File: config.mk
export PLATFORM = sky130hd
export DESIGN_NAME = aeac_top
export DESIGN_NICKNAME = d
export VERILOG_FILES = /design/src/core/aeac_pkg.sv /design/src/core/aeac_irq.sv /design/src/core/aeac_pulse.sv /design/src/core/aeac_top.sv
export SDC_FILE = /design/constraint.sdc
export NUM_CORES = 2
export LEC_CHECK = 0
export BUFFER_PORTS_ARGS = -buffer_cell sky130_fd_sc_hd__buf_4
export CORE_ASPECT_RATIO = 1.5
export CORE_MARGIN = 5
export CORE_UTILIZATION = 40
export DETAILED_ROUTE_END_ITERATION = 10
export GPL_ROUTABILITY_DRIVEN = 1
export GPL_TIMING_DRIVEN = 0
export PLACE_DENSITY = 0.59
export RECOVER_POWER = 25
export SLEW_MARGIN = 40
export SYNTH_ARGS = -nofsm -noshare
export SYNTH_HDL_FRONTEND = slang
export SYNTH_SLANG_ARGS = --single-unit
File: constraint.sdc
create_clock -name clk_sys -period 320.7 [get_ports clk_sys]
set_clock_uncertainty 0.1 [all_clocks]
set_input_delay 16.035 -clock clk_sys [delete_from_list [all_inputs] [get_ports clk_sys]]
set_output_delay 16.035 -clock clk_sys [all_outputs]
set_load 0.03 [all_outputs]
File: src/core/aeac_pkg.sv
// Purpose: shared constants for the active energy accumulator block
// Assumes: 24-bit register data, 4-bit word address on the register port
// Notes:   offsets, field positions and reset values live here; the step period comes from the 2-bit phase_q in aeac_top
package aeac_pkg;

  // ----------------------------------------------------------------------
  // register map (word addresses)
  // ----------------------------------------------------------------------
  localparam logic [3:0] ADDR_ENERGY_CLR  = 4'h0;
  localparam logic [3:0] ADDR_ENERGY_KEEP = 4'h1;
  localparam logic [3:0] ADDR_DIVISOR     = 4'h2;
  localparam logic [3:0] ADDR_OFFSET      = 4'h3;
  localparam logic [3:0] ADDR_NUMERATOR   = 4'h4;
  localparam logic [3:0] ADDR_DENOMINATOR = 4'h5;
  localparam logic [3:0] ADDR_GAIN        = 4'h6;
  localparam logic [3:0] ADDR_MODE        = 4'h7;
  localparam logic [3:0] ADDR_IRQ_STATUS  = 4'h8;
  localparam logic [3:0] ADDR_IRQ_ENABLE  = 4'h9;
  localparam logic [3:0] ADDR_WAVEFORM    = 4'hA;

  // ----------------------------------------------------------------------
  // widths and field layout
  // ----------------------------------------------------------------------
  localparam int DATA_W    = 24;
  localparam int ADDR_W    = 4;
  localparam int ACC_W     = 48;
  localparam int ENERGY_W  = 24;
  localparam int DIV_W     = 8;
  localparam int OFFSET_W  = 16;
  localparam int SCALE_W   = 12;
  localparam int GAIN_W    = 12;
  localparam int GAIN_FRAC = 12;
  localparam int OFS_FRAC  = 8;
  localparam int IRQ_W     = 4;
  localparam int MODE_SEL_LO  = 13;
  localparam int MODE_RATE_LO = 11;
  localparam logic [1:0] WAVE_SEL_POWER = 2'b00;

  // interrupt status / enable bit positions
  localparam int IRQ_HALF = 0;
  localparam int IRQ_WRAP = 1;
  localparam int IRQ_WAVE = 3;

  // ----------------------------------------------------------------------
  // reset values and timing
  // ----------------------------------------------------------------------
  localparam logic [23:0] REG_RESET     = 24'h00_0000;
  localparam logic [15:0] MODE_RESET    = 16'h0000;
  localparam logic [3:0]  IRQ_EN_RESET  = 4'h0;
  localparam int          STEP_CYCLES   = 4;
  localparam int          WAVE_BASE_DIV = 128;
  localparam int          CAL_PULSE_CYC = 16;

endpackage

File: src/core/aeac_irq.sv
// Purpose: sticky interrupt status with enable mask and one level output
// Assumes: set and clear arrive on the same clock
// Notes:   a set in the cycle of its clear keeps the bit set
module aeac_irq #(
  parameter int W = 4
) (
  // clock and reset
  input  wire logic         clk_sys,
  input  wire logic         reset_n,
  // events and software access
  input  wire logic [W-1:0] event_set,
  input  wire logic         clear_wr,
  input  wire logic [W-1:0] clear_bits,
  input  wire logic [W-1:0] enable,
  // results
  output logic      [W-1:0] status_q,
  output logic              irq
);

  // ----------------------------------------------------------------------
  // sticky bits, write one to clear
  // ----------------------------------------------------------------------
  // set is or-ed after the clear so that a late event is never lost
  always_ff @(posedge clk_sys or negedge reset_n) begin
    if (!reset_n) begin
      status_q <= '0;
    end else begin
      status_q <= (status_q & ~(clear_wr ? clear_bits : '0)) | event_set;
    end
  end

  // level output, high while an enabled bit stands
  assign irq = |(status_q & enable);

endmodule

File: src/core/aeac_pulse.sv
// Purpose: scales internal energy pulses down to the calibration output pulse
// Assumes: scaling factors already have the zero and clamp fixes applied
// Notes:   credit carries over, so bursts are spread at one output per pulse slot
module aeac_pulse #(
  parameter int CNT_W   = 12,
  parameter int RATIO_W = 13,
  parameter int PULSE_W = 16
) (
  // clock and reset
  input  wire logic               clk_sys,
  input  wire logic               reset_n,
  // internal pulse count of one step
  input  wire logic               cnt_valid,
  input  wire logic [CNT_W-1:0]   cnt_in,
  // scaling, numerator plus one and denominator plus one
  input  wire logic [RATIO_W-1:0] num_p1,
  input  wire logic [RATIO_W-1:0] den_p1,
  // calibration output
  output logic                    pulse_o
);

  localparam int CRED_W = CNT_W + RATIO_W + 2;
  localparam int LEN_W  = $clog2(PULSE_W + 1);

  logic [CRED_W-1:0] credit_q;
  logic [CRED_W-1:0] credit_d;
  logic [LEN_W-1:0]  len_q;
  logic              fire;

  generate
    if (PULSE_W < 2) begin : g_chk
      $error("aeac_pulse: PULSE_W must be at least 2");
    end
  endgenerate

  // ----------------------------------------------------------------------
  // credit: each internal pulse adds num+1, each output costs den+1
  // ----------------------------------------------------------------------
  assign fire = (len_q == '0) && (credit_q >= CRED_W'(den_p1));

  always_comb begin
    credit_d = credit_q;
    if (cnt_valid) begin
      credit_d = credit_d + CRED_W'(cnt_in * num_p1);
    end
    if (fire) begin
      credit_d = credit_d - CRED_W'(den_p1);
    end
  end

  always_ff @(posedge clk_sys or negedge reset_n) begin
    if (!reset_n) begin
      credit_q <= '0;
    end else begin
      credit_q <= credit_d;
    end
  end

  // output pulse of fixed length, one at a time
  always_ff @(posedge clk_sys or negedge reset_n) begin
    if (!reset_n) begin
      len_q   <= '0;
      pulse_o <= 1'b0;
    end else begin
      if (fire) begin
        len_q   <= LEN_W'(PULSE_W);
        pulse_o <= 1'b1;
      end else if (len_q != '0) begin
        len_q   <= len_q - LEN_W'(1);
        pulse_o <= (len_q > LEN_W'(PULSE_W / 2));
      end else begin
        pulse_o <= 1'b0;
      end
    end
  end

endmodule

File: src/core/aeac_top.sv
// Purpose: active energy accumulator with divider, offset, gain and pulse output
// Assumes: power_in comes from logic on clk_sys and is held valid every cycle
// Notes:   one accumulation step every four clocks, three-stage pipeline
module aeac_top #(
  parameter int POWER_W = 24,
  parameter int PULSE_W = aeac_pkg::CAL_PULSE_CYC
) (
  // clock and reset
  input  wire logic                        clk_sys,
  input  wire logic                        reset_n,
  // active power stream
  input  wire logic signed [POWER_W-1:0]   power_in,
  // register port
  input  wire logic [aeac_pkg::ADDR_W-1:0] reg_addr,
  input  wire logic [aeac_pkg::DATA_W-1:0] reg_wr_data,
  input  wire logic                        reg_wr_en,
  input  wire logic                        reg_rd_en,
  output logic      [aeac_pkg::DATA_W-1:0] reg_rd_data,
  // outputs
  output logic                             irq,
  output logic                             calib_freq_pulse
);

  localparam int ACC_W   = aeac_pkg::ACC_W;
  localparam int EW      = aeac_pkg::ENERGY_W;
  localparam int GAINED_W = POWER_W + 2;
  localparam int SCALED_W = GAINED_W + aeac_pkg::OFS_FRAC + 1;
  localparam int DCNT_W  = 12;

  generate
    if (POWER_W < 8 || POWER_W > 32) begin : g_chk
      $error("aeac_top: POWER_W must lie in 8..32");
    end
  endgenerate

  // ----------------------------------------------------------------------
  // registers
  // ----------------------------------------------------------------------
  logic [aeac_pkg::DIV_W-1:0]          divisor_q;
  logic signed [aeac_pkg::OFFSET_W-1:0] offset_q;
  logic [aeac_pkg::SCALE_W-1:0]        num_q;
  logic [aeac_pkg::SCALE_W-1:0]        den_q;
  logic signed [aeac_pkg::GAIN_W-1:0]  gain_q;
  logic [15:0]                         mode_q;
  logic [aeac_pkg::IRQ_W-1:0]          irq_en_q;
  logic [aeac_pkg::IRQ_W-1:0]          irq_status;
  logic [EW-1:0]                       wave_q;

  logic rd_clear;
  logic rd_keep;
  logic wr_sel;
  assign rd_clear = reg_rd_en && (reg_addr == aeac_pkg::ADDR_ENERGY_CLR);
  assign rd_keep  = reg_rd_en && (reg_addr == aeac_pkg::ADDR_ENERGY_KEEP);
  assign wr_sel   = reg_wr_en;

  // software writes, one register per address
  always_ff @(posedge clk_sys or negedge reset_n) begin
    if (!reset_n) begin
      divisor_q <= aeac_pkg::REG_RESET[aeac_pkg::DIV_W-1:0];
      offset_q  <= aeac_pkg::REG_RESET[aeac_pkg::OFFSET_W-1:0];
      num_q     <= aeac_pkg::REG_RESET[aeac_pkg::SCALE_W-1:0];
      den_q     <= aeac_pkg::REG_RESET[aeac_pkg::SCALE_W-1:0];
      gain_q    <= aeac_pkg::REG_RESET[aeac_pkg::GAIN_W-1:0];
      mode_q    <= aeac_pkg::MODE_RESET;
      irq_en_q  <= aeac_pkg::IRQ_EN_RESET;
    end else if (wr_sel) begin
      case (reg_addr)
        aeac_pkg::ADDR_DIVISOR:     divisor_q <= reg_wr_data[aeac_pkg::DIV_W-1:0];
        aeac_pkg::ADDR_OFFSET:      offset_q  <= reg_wr_data[aeac_pkg::OFFSET_W-1:0];
        aeac_pkg::ADDR_NUMERATOR:   num_q     <= reg_wr_data[aeac_pkg::SCALE_W-1:0];
        aeac_pkg::ADDR_DENOMINATOR: den_q     <= reg_wr_data[aeac_pkg::SCALE_W-1:0];
        aeac_pkg::ADDR_GAIN:        gain_q    <= reg_wr_data[aeac_pkg::GAIN_W-1:0];
        aeac_pkg::ADDR_MODE:        mode_q    <= reg_wr_data[15:0];
        aeac_pkg::ADDR_IRQ_ENABLE:  irq_en_q  <= reg_wr_data[aeac_pkg::IRQ_W-1:0];
        default: ;
      endcase
    end
  end

  // ----------------------------------------------------------------------
  // step sequencer: capture, divide, accumulate
  // ----------------------------------------------------------------------
  logic [1:0] phase_q;
  logic       cap_en;
  logic       div_en;
  logic       acc_en;

  always_ff @(posedge clk_sys or negedge reset_n) begin
    if (!reset_n) begin
      phase_q <= 2'h0;
    end else begin
      phase_q <= phase_q + 2'h1;
    end
  end

  assign cap_en = (phase_q == 2'h0);
  assign div_en = (phase_q == 2'h1);
  assign acc_en = (phase_q == 2'h2);

  // ----------------------------------------------------------------------
  // datapath: gain, offset, divider
  // ----------------------------------------------------------------------
  logic signed [GAINED_W-1:0] gained_q;
  logic signed [GAINED_W+15:0] gain_prod;
  logic signed [14:0]          gain_mult;
  logic signed [SCALED_W-1:0]  scaled;
  logic signed [SCALED_W-1:0]  divided;
  logic signed [SCALED_W-1:0]  addend_q;
  logic signed [ACC_W-1:0]     addend_ext;
  logic [aeac_pkg::DIV_W:0]    div_eff;

  // 4096 + gain, always positive for a 12-bit signed gain
  assign gain_mult = 15'sh1000 + 15'(gain_q);
  assign gain_prod = (GAINED_W+16)'(power_in * gain_mult);

  always_ff @(posedge clk_sys or negedge reset_n) begin
    if (!reset_n) begin
      gained_q <= '0;
    end else if (cap_en) begin
      gained_q <= GAINED_W'(gain_prod >>> aeac_pkg::GAIN_FRAC);
    end
  end

  // offset carries eight fraction bits, so the whole path keeps them
  assign scaled  = (SCALED_W'(gained_q) <<< aeac_pkg::OFS_FRAC)
                 + SCALED_W'(offset_q);
  assign div_eff = (divisor_q == '0) ? 9'h001 : {1'b0, divisor_q};
  // a single-cycle divide trades area for a simple fixed-latency step
  assign divided = scaled / $signed({1'b0, div_eff});

  always_ff @(posedge clk_sys or negedge reset_n) begin
    if (!reset_n) begin
      addend_q <= '0;
    end else if (div_en) begin
      addend_q <= divided;
    end
  end

  assign addend_ext = ACC_W'(addend_q);

  // ----------------------------------------------------------------------
  // accumulator
  // ----------------------------------------------------------------------
  logic signed [ACC_W-1:0] acc_q;
  logic signed [ACC_W-1:0] acc_base;
  logic signed [ACC_W-1:0] acc_d;
  logic signed [ACC_W-1:0] acc_sum;

  // the clearing read only zeroes the upper half; the step still adds
  assign acc_base = rd_clear ? {{EW{1'b0}}, acc_q[ACC_W-EW-1:0]} : acc_q;
  assign acc_sum  = acc_base + addend_ext;
  assign acc_d    = acc_en ? acc_sum : acc_base;

  always_ff @(posedge clk_sys or negedge reset_n) begin
    if (!reset_n) begin
      acc_q <= '0;
    end else begin
      acc_q <= acc_d;
    end
  end

  // ----------------------------------------------------------------------
  // energy events and internal pulse count
  // ----------------------------------------------------------------------
  logic [EW-1:0]     up_old;
  logic [EW-1:0]     up_new;
  logic [EW-1:0]     up_delta;
  logic [EW-1:0]     up_mag;
  logic [DCNT_W-1:0] pulse_cnt;
  logic              half_evt;
  logic              wrap_evt;

  assign up_old = acc_base[ACC_W-1:ACC_W-EW];
  assign up_new = acc_sum[ACC_W-1:ACC_W-EW];
  // crossing of 400000h upward or C00000h downward
  assign half_evt = acc_en && (up_old[EW-1] == up_new[EW-1])
                  && (up_old[EW-2] != up_new[EW-2]) && (up_new[EW-2] != up_new[EW-1]);
  // sign flip in the direction of the addend
  assign wrap_evt = acc_en && (up_old[EW-1] != up_new[EW-1])
                  && (up_old[EW-1] == addend_q[SCALED_W-1]);

  assign up_delta = up_new - up_old;
  assign up_mag   = up_delta[EW-1] ? (~up_delta + 24'h00_0001) : up_delta;
  assign pulse_cnt = (up_mag > EW'((1 << DCNT_W) - 1)) ? '1 : up_mag[DCNT_W-1:0];

  // ----------------------------------------------------------------------
  // waveform sampling
  // ----------------------------------------------------------------------
  logic [9:0] wave_cnt_q;
  logic [9:0] wave_top;
  logic       wave_tick;
  logic       wave_on;
  logic       wave_evt;

  assign wave_top  = 10'((aeac_pkg::WAVE_BASE_DIV << mode_q[aeac_pkg::MODE_RATE_LO +: 2]) - 1);
  assign wave_tick = (wave_cnt_q >= wave_top);
  assign wave_on   = (mode_q[aeac_pkg::MODE_SEL_LO +: 2] == aeac_pkg::WAVE_SEL_POWER)
                   && irq_en_q[aeac_pkg::IRQ_WAVE];
  assign wave_evt  = wave_tick && wave_on;

  // rate divider, 128 to 1024 clocks per sample
  always_ff @(posedge clk_sys or negedge reset_n) begin
    if (!reset_n) begin
      wave_cnt_q <= 10'h000;
    end else begin
      wave_cnt_q <= wave_tick ? 10'h000 : wave_cnt_q + 10'h001;
    end
  end

  always_ff @(posedge clk_sys or negedge reset_n) begin
    if (!reset_n) begin
      wave_q <= '0;
    end else if (wave_evt) begin
      wave_q <= EW'(gained_q);
    end
  end

  // ----------------------------------------------------------------------
  // interrupts and calibration pulse
  // ----------------------------------------------------------------------
  logic [aeac_pkg::IRQ_W-1:0] irq_set;
  logic [12:0]                num_p1;
  logic [12:0]                den_p1;
  logic [11:0]                num_use;
  logic [11:0]                den_use;
  logic [11:0]                num_eff;

  assign irq_set = {wave_evt, 1'b0, wrap_evt, half_evt};

  aeac_irq #(
    .W          (aeac_pkg::IRQ_W)
  ) u_irq (
    .clk_sys    (clk_sys),
    .reset_n    (reset_n),
    .event_set  (irq_set),
    .clear_wr   (reg_wr_en && (reg_addr == aeac_pkg::ADDR_IRQ_STATUS)),
    .clear_bits (reg_wr_data[aeac_pkg::IRQ_W-1:0]),
    .enable     (irq_en_q),
    .status_q   (irq_status),
    .irq        (irq)
  );

  assign num_use = (num_q == '0) ? 12'h001 : num_q;
  assign den_use = (den_q == '0) ? 12'h001 : den_q;
  assign num_eff = (num_use > den_use) ? den_use : num_use;
  assign num_p1  = {1'b0, num_eff} + 13'h0001;
  assign den_p1  = {1'b0, den_use} + 13'h0001;

  aeac_pulse #(
    .CNT_W     (DCNT_W),
    .RATIO_W   (13),
    .PULSE_W   (PULSE_W)
  ) u_pulse (
    .clk_sys   (clk_sys),
    .reset_n   (reset_n),
    .cnt_valid (acc_en),
    .cnt_in    (pulse_cnt),
    .num_p1    (num_p1),
    .den_p1    (den_p1),
    .pulse_o   (calib_freq_pulse)
  );

  // ----------------------------------------------------------------------
  // read data, one cycle after the strobe
  // ----------------------------------------------------------------------
  always_ff @(posedge clk_sys or negedge reset_n) begin
    if (!reset_n) begin
      reg_rd_data <= '0;
    end else if (reg_rd_en) begin
      case (reg_addr)
        aeac_pkg::ADDR_ENERGY_CLR:  reg_rd_data <= acc_q[ACC_W-1:ACC_W-EW];
        aeac_pkg::ADDR_ENERGY_KEEP: reg_rd_data <= acc_q[ACC_W-1:ACC_W-EW];
        aeac_pkg::ADDR_DIVISOR:     reg_rd_data <= 24'(divisor_q);
        aeac_pkg::ADDR_OFFSET:      reg_rd_data <= 24'($unsigned(offset_q));
        aeac_pkg::ADDR_NUMERATOR:   reg_rd_data <= 24'(num_q);
        aeac_pkg::ADDR_DENOMINATOR: reg_rd_data <= 24'(den_q);
        aeac_pkg::ADDR_GAIN:        reg_rd_data <= 24'($unsigned(gain_q));
        aeac_pkg::ADDR_MODE:        reg_rd_data <= 24'(mode_q);
        aeac_pkg::ADDR_IRQ_STATUS:  reg_rd_data <= 24'(irq_status);
        aeac_pkg::ADDR_IRQ_ENABLE:  reg_rd_data <= 24'(irq_en_q);
        aeac_pkg::ADDR_WAVEFORM:    reg_rd_data <= wave_q;
        default:                    reg_rd_data <= '0;
      endcase
    end else begin
      reg_rd_data <= '0;
    end
  end
endmodule

# Yosys cells after proc, flatten, opt, wreduce, memory -nomap -nowiden
# Index checks and enable logic that the tools add are counted.
# totals
romBits	0
mem_bits_rw	0
word_cells	108
n_memories	0
in_bits	56
regBits	286
out_inout_bits	26
latch_bits	0
# classes
addsub	13
muxes	18
n_mul	2
n_bitwise	5
div_mod_pow	1
n_eq_ne	17
n_shift	1
magnitude_cmp	5
n_reduce_logical	28
# op_table
cell	count
24-bit case mux with 10 select lines	1
48-bit 2-to-1 mux	2
27-bit 2-to-1 mux	2
48-bit by 35-bit adder with 48-bit output	1
12-bit 2-to-1 mux	4
24-bit 2-to-1 mux	2
24-bit by 15-bit multiplier with 38-bit output	1
34-bit by 16-bit adder with 35-bit output	1
35-bit by 10-bit divider with 35-bit output	1
27-bit by 25-bit adder with 27-bit output	1
27-bit by 13-bit greater-or-equal comparator with 1-bit output	1
27-bit by 13-bit subtractor with 27-bit output	1
12-bit by 1-bit adder with 13-bit output (second input constant)	2
12-bit by 13-bit multiplier with 25-bit output	1
24-bit by 1-bit adder with 24-bit output (second input constant)	1
24-bit by 12-bit greater-than comparator with 1-bit output (second input constant)	1
12-bit zero test	2
24-bit inverter	1
24-bit subtractor	1
4-bit by 3-bit == test with 1-bit output (second input constant)	4
14-bit by 12-bit adder with 15-bit output (first input constant)	1
2-bit AND reduction	7
4-bit == test (second input constant)	3
12-bit greater-than comparator	1
other kinds (30)	47

# Longest topological paths before layout
# logic_depth
word_depth	15
mapped_depth	535
ltp_nobuf	496

# Hierarchy
# Synthesis repeated with hierarchy kept, for this count alone.
# hier_totals
hier_cells	7358
hier_area_um2	60121.4
# modules_own_cells
mod	area_per_inst_um2	n_inst	seq_area_each_um2	cells_each
aeac_top	51239.1	1	6231.0	6321
aeac_pulse	8718.4	1	825.8	1022
aeac_irq	163.9	1	100.1	15

# Worst setup path before layout
# No wires, ideal clock.
# synth_timing
path_kind	reg2reg
startpoint	reg offset_q[15] in the netlist's numbering
endpoint	reg addend_q[26]
t_required_ns	320.475
setup_ns	0.125
t_arrival_ns	100.841
slack_ns	219.635
stages_incl_launch_ff	522
n_path_buf	48
synth_period_minus_slack_ns	101.065
cell_sequence	dfrtp_1 > ha_1 > buf_2 > a21oi_1 > o21ai_1 > o2111a_1 > or4_1 > a222oi_1 > and4_1 > and4_1 > nand3_1 > nor3_1 > ha_1 > nand2_1 > o21ai_0 > inv_1 > ha_1 > o21ai_0 > [... 486 more ...] > a21o_1 > a21oi_1 > nor2b_1 > nor2b_1 > a211oi_1 > o21ai_0 > or4_4 > and4b_1 > ha_1 > and3_1 > clkbuf_1 > or4b_2 > nor2_1 > nand4_1 > nor2_1 > a41oi_1 > xnor2_1 > mux2_2
# synth_between
elab_chain_len	2
# synth_rtl
item	line	source
from (decl)	aeac_top.sv:40	logic signed [aeac_pkg::OFFSET_W-1:0] offset_q;
from (signal assigned)	aeac_top.sv:60	offset_q <= aeac_pkg::REG_RESET[aeac_pkg::OFFSET_W-1:0];
from (signal assigned)	aeac_top.sv:69	aeac_pkg::ADDR_OFFSET: offset_q <= reg_wr_data[aeac_pkg::OFFSET_W-1:0];
34-bit by 16-bit adder with 35-bit output	aeac_top.sv:126	+ SCALED_W'(offset_q);
35-bit by 10-bit divider with 35-bit output	aeac_top.sv:129	assign divided = scaled / $signed({1'b0, div_eff});
to (signal assigned)	aeac_top.sv:135	addend_q <= divided;
to (decl)	aeac_top.sv:108	logic signed [SCALED_W-1:0] addend_q;
# Every way passes these cells.
# A chain may end at the register's enable or synchronous reset.

# Worst setup path in the final report
# layout_timing
startpoint	reg offset_q[8] in the netlist's numbering
endpoint	reg addend_q[26]
# Same word-level chain as after synthesis.

==> flow_summary.toml <==
[critical_path]
max_stage_delay_ns = 0.66
required_ns = 321.11
cpMostUsedCell = "o21a_1"
path_buf_inv = 60
crit_arrival_ns = 125.33
cp_slowest_cell = "nor2_1"
critPathKind = "flop to flop"
crit_fanout = 10
critPathTopFamily = "compound AO/OA/AOI/OAI gates"
startpoint_type = "flop"
endpoint_kind = "flop"

[routing]
route.detailed.wl_per_inst_um = 20.4
drc = 0
finalWirelength_mm = 191
dr.pass1.iters = 8
vias = 54400
final_antenna_net_count = 0
drt_iter0_drc = 2821
vias_per_cell = 5.82

[timing]
fmax_mhz = 8.01
finalSetupViolCount = 0
finalHoldViolations = 0
worstMarginPinSlew_ns = 3.18
timing.final.crit_share_pct = 39.0
setup_ws_ns = 195.78
setup_tns_ns = 0
relSlewSlack_pct = -112
period_needed_ns = 124.92
maxSlewViolCount = 145
rsz0062_at_grt = "no"

[floorplan]
rows = 172
io-pin-count = 82
die_h_um = 480
die_x_um = 323
fp.coreArea_um2 = 146000
start_util_pct = 40.2
die_area_um2 = 155000

[yosys]
ys.warnings.count = 0
synthDistinctLibCells = 136
synth_nets = 8372
synth-async-reset-ratio_pct = 100
netlist_instances = 7306
ys_ff_latch = 286
seq_area_frac_synth_pct = 12.2
syn_area_um2 = 58900
syn_avg_cell_area_um2 = 8.06
synth-main-ff-cell = "dfrtp_1"
synth-edff-count = 0

[worst_hold_path]
hp-class = "flop to flop"

[clocking]
htree_levels = 1
path_clk_slew_ns = 0.07
cts_resized = 0
cts_buffer_depth = 3
cts_hold_buffers = 0
clk_latency_ns = 0.62
cts.sinks = 286
postCtsSetupBuffers = 0
cts_buffers = 31
cts_root_buffer = "clkbuf_16"
cts_tree = "done"

[cells_and_area]
drive_above_1_share_pct = 8.69
stdcell_count = 9356
n_antenna_cell = 0
final_nets = 8483
syn_to_final_growth_pct = 7.30
fin_util_pct = 43.2

[grt]
groute.usage.overall_pct = 24.0
grt_pass1_wl_mm = 303
grt_overflow = 0
grt_pass1_vias = 56800
antenna_found_initial = 0
grt_max_degree = 78

[placed_design]
dp_hpwl_mm = 159
numPortBuffers = 71
place_congestion = 0.947
place_inst = 9298
place_ws_ns = 196.01

[outcome]
status = "finished, violations left"
violations = "capacitance limit, slew limit"

[flow_run]
cap_violations = 3
[cell type report]
cell class,count,area (um2)
Fill cell,14900,83200
Clock buffer,39,856
Inverter,683,2580
Timing Repair Buffer,78,652
Tap cell,1914,2390
Buffer,277,1140
Multi-Input combinational cell,6060,48200
Clock inverter,19,228
Sequential cell,286,7160
[layout by cell type (no fill, tap or decap), drive strengths merged, types with 66 or more instances in the layout]
cell type and n:
nand2 784, inv 686, ha 587, nor2 517, fa 423, a21oi 380
nor3 309, o21ai 287, dfrtp 286, xnor2 271, mux2 253, clkbuf 252
o21a 234, and2 180, buf 142, xor2 141, nand3 140, a21o 111
o31ai 109, nor2b 94, nand4 81, mux2i 79, a31oi 76, nor4 75
and3 69, nand2b 66
[cells by family after synthesis]
kind of cell    share of synthesized area, %
xor+xnor                                6.15
simple gates                            21.9
flops                                   12.2
compound gates                          20.5
buf+inv                                 6.28
fa+ha+maj                               26.9
mux                                     6.20
[synthesized netlist by cell type, types with 18 or more instances]
library cell / n / area share [%]
a211oi_1: 43 / 0.55
a21boi_0: 19 / 0.24
a21o_1: 111 / 1.4
a21oi_1: 375 / 3.2
a22oi_1: 53 / 0.68
a31o_2: 20 / 0.30
a31oi_1: 74 / 0.79
a41oi_1: 21 / 0.31
and2_1: 177 / 1.9
and3_1: 69 / 0.73
and4_1: 27 / 0.40
buf_1: 18 / 0.11
buf_2: 40 / 0.34
clkbuf_1: 207 / 1.3
dfrtp_1: 286 / 12
fa_1: 423 / 14
ha_1: 587 / 12
inv_1: 683 / 4.4
mux2_2: 249 / 4.8
mux2i_1: 77 / 1.3
nand2_1: 784 / 5.0
nand2b_1: 66 / 0.70
nand3_1: 136 / 1.2
nand4_1: 79 / 0.84
nor2_1: 513 / 3.3
nor2b_1: 94 / 1.0
nor3_1: 303 / 2.6
nor4_1: 63 / 0.67
o211ai_1: 43 / 0.55
o21a_1: 234 / 3.0
o21ai_0: 242 / 2.1
o21ai_1: 41 / 0.35
o21bai_1: 53 / 0.68
o31ai_1: 103 / 1.3
or2_2: 50 / 0.53
or3_1: 60 / 0.64
or4_1: 22 / 0.28
xnor2_1: 269 / 4.0
xor2_1: 141 / 2.1
[path summary, 6_finish.rpt]
kind / startpoint / cells past startpoint / to / slack, ns
min in group asynchronous: reset_n / 1 / u_pulse.credit_q[14]$_DFF_PN0_ / 16.04
min reg2reg: phase_q[0]$_DFF_PN0_ / 1 / phase_q[0]$_DFF_PN0_ / 0.36
max reg2reg: offset_q[8]$_DFFE_PN0P_ / 512 / addend_q[26]$_DFFE_PN0N_ / 195.78
max: offset_q[8]$_DFFE_PN0P_ / 512 / addend_q[26]$_DFFE_PN0N_ / 195.78
max in group asynchronous: reset_n / 3 / acc_q[20]$_DFFE_PN0P_ / 298.38
min: phase_q[0]$_DFF_PN0_ / 1 / phase_q[0]$_DFF_PN0_ / 0.36
[per-layer routing]
layer  GRT usage, %  vias to the layer above  wire length (um)
met1           26.2                    26500             72700
met3           1.46                      461              5810
met4           12.0                        0             11400
li1               -                    26100                 -
met2           46.6                     1280            101000
met5              0                        -                 0
[through the flow]
stage	hold slack, ns	cell area [um2]
2_1_floorplan	0.334	58900
3_3_place_gp	0.348	61800
3_5_place_dp	0.356	62100
4_1_cts	0.366	63200
5_1_grt	0.386	63200
6_report	0.362	63200
[state kept, by name, indices dropped and copies added, names as in the netlist]
signal            cells
u_pulse.credit_q     27
gain_q               12
acc_q                48
wave_cnt_q           10
gained_q             26
irq_en_q              4
divisor_q             8
mode_q               16
u_pulse.pulse_o       1
num_q                12
u_pulse.len_q         5
wave_q               24
den_q                12
phase_q               2
reg_rd_data          24
offset_q             16
addend_q             35
u_irq.status_q        4
Power is left out: the tool's default activity adds up to more than one toggle a clock period on the data nets, which glitch-free logic cannot reach.
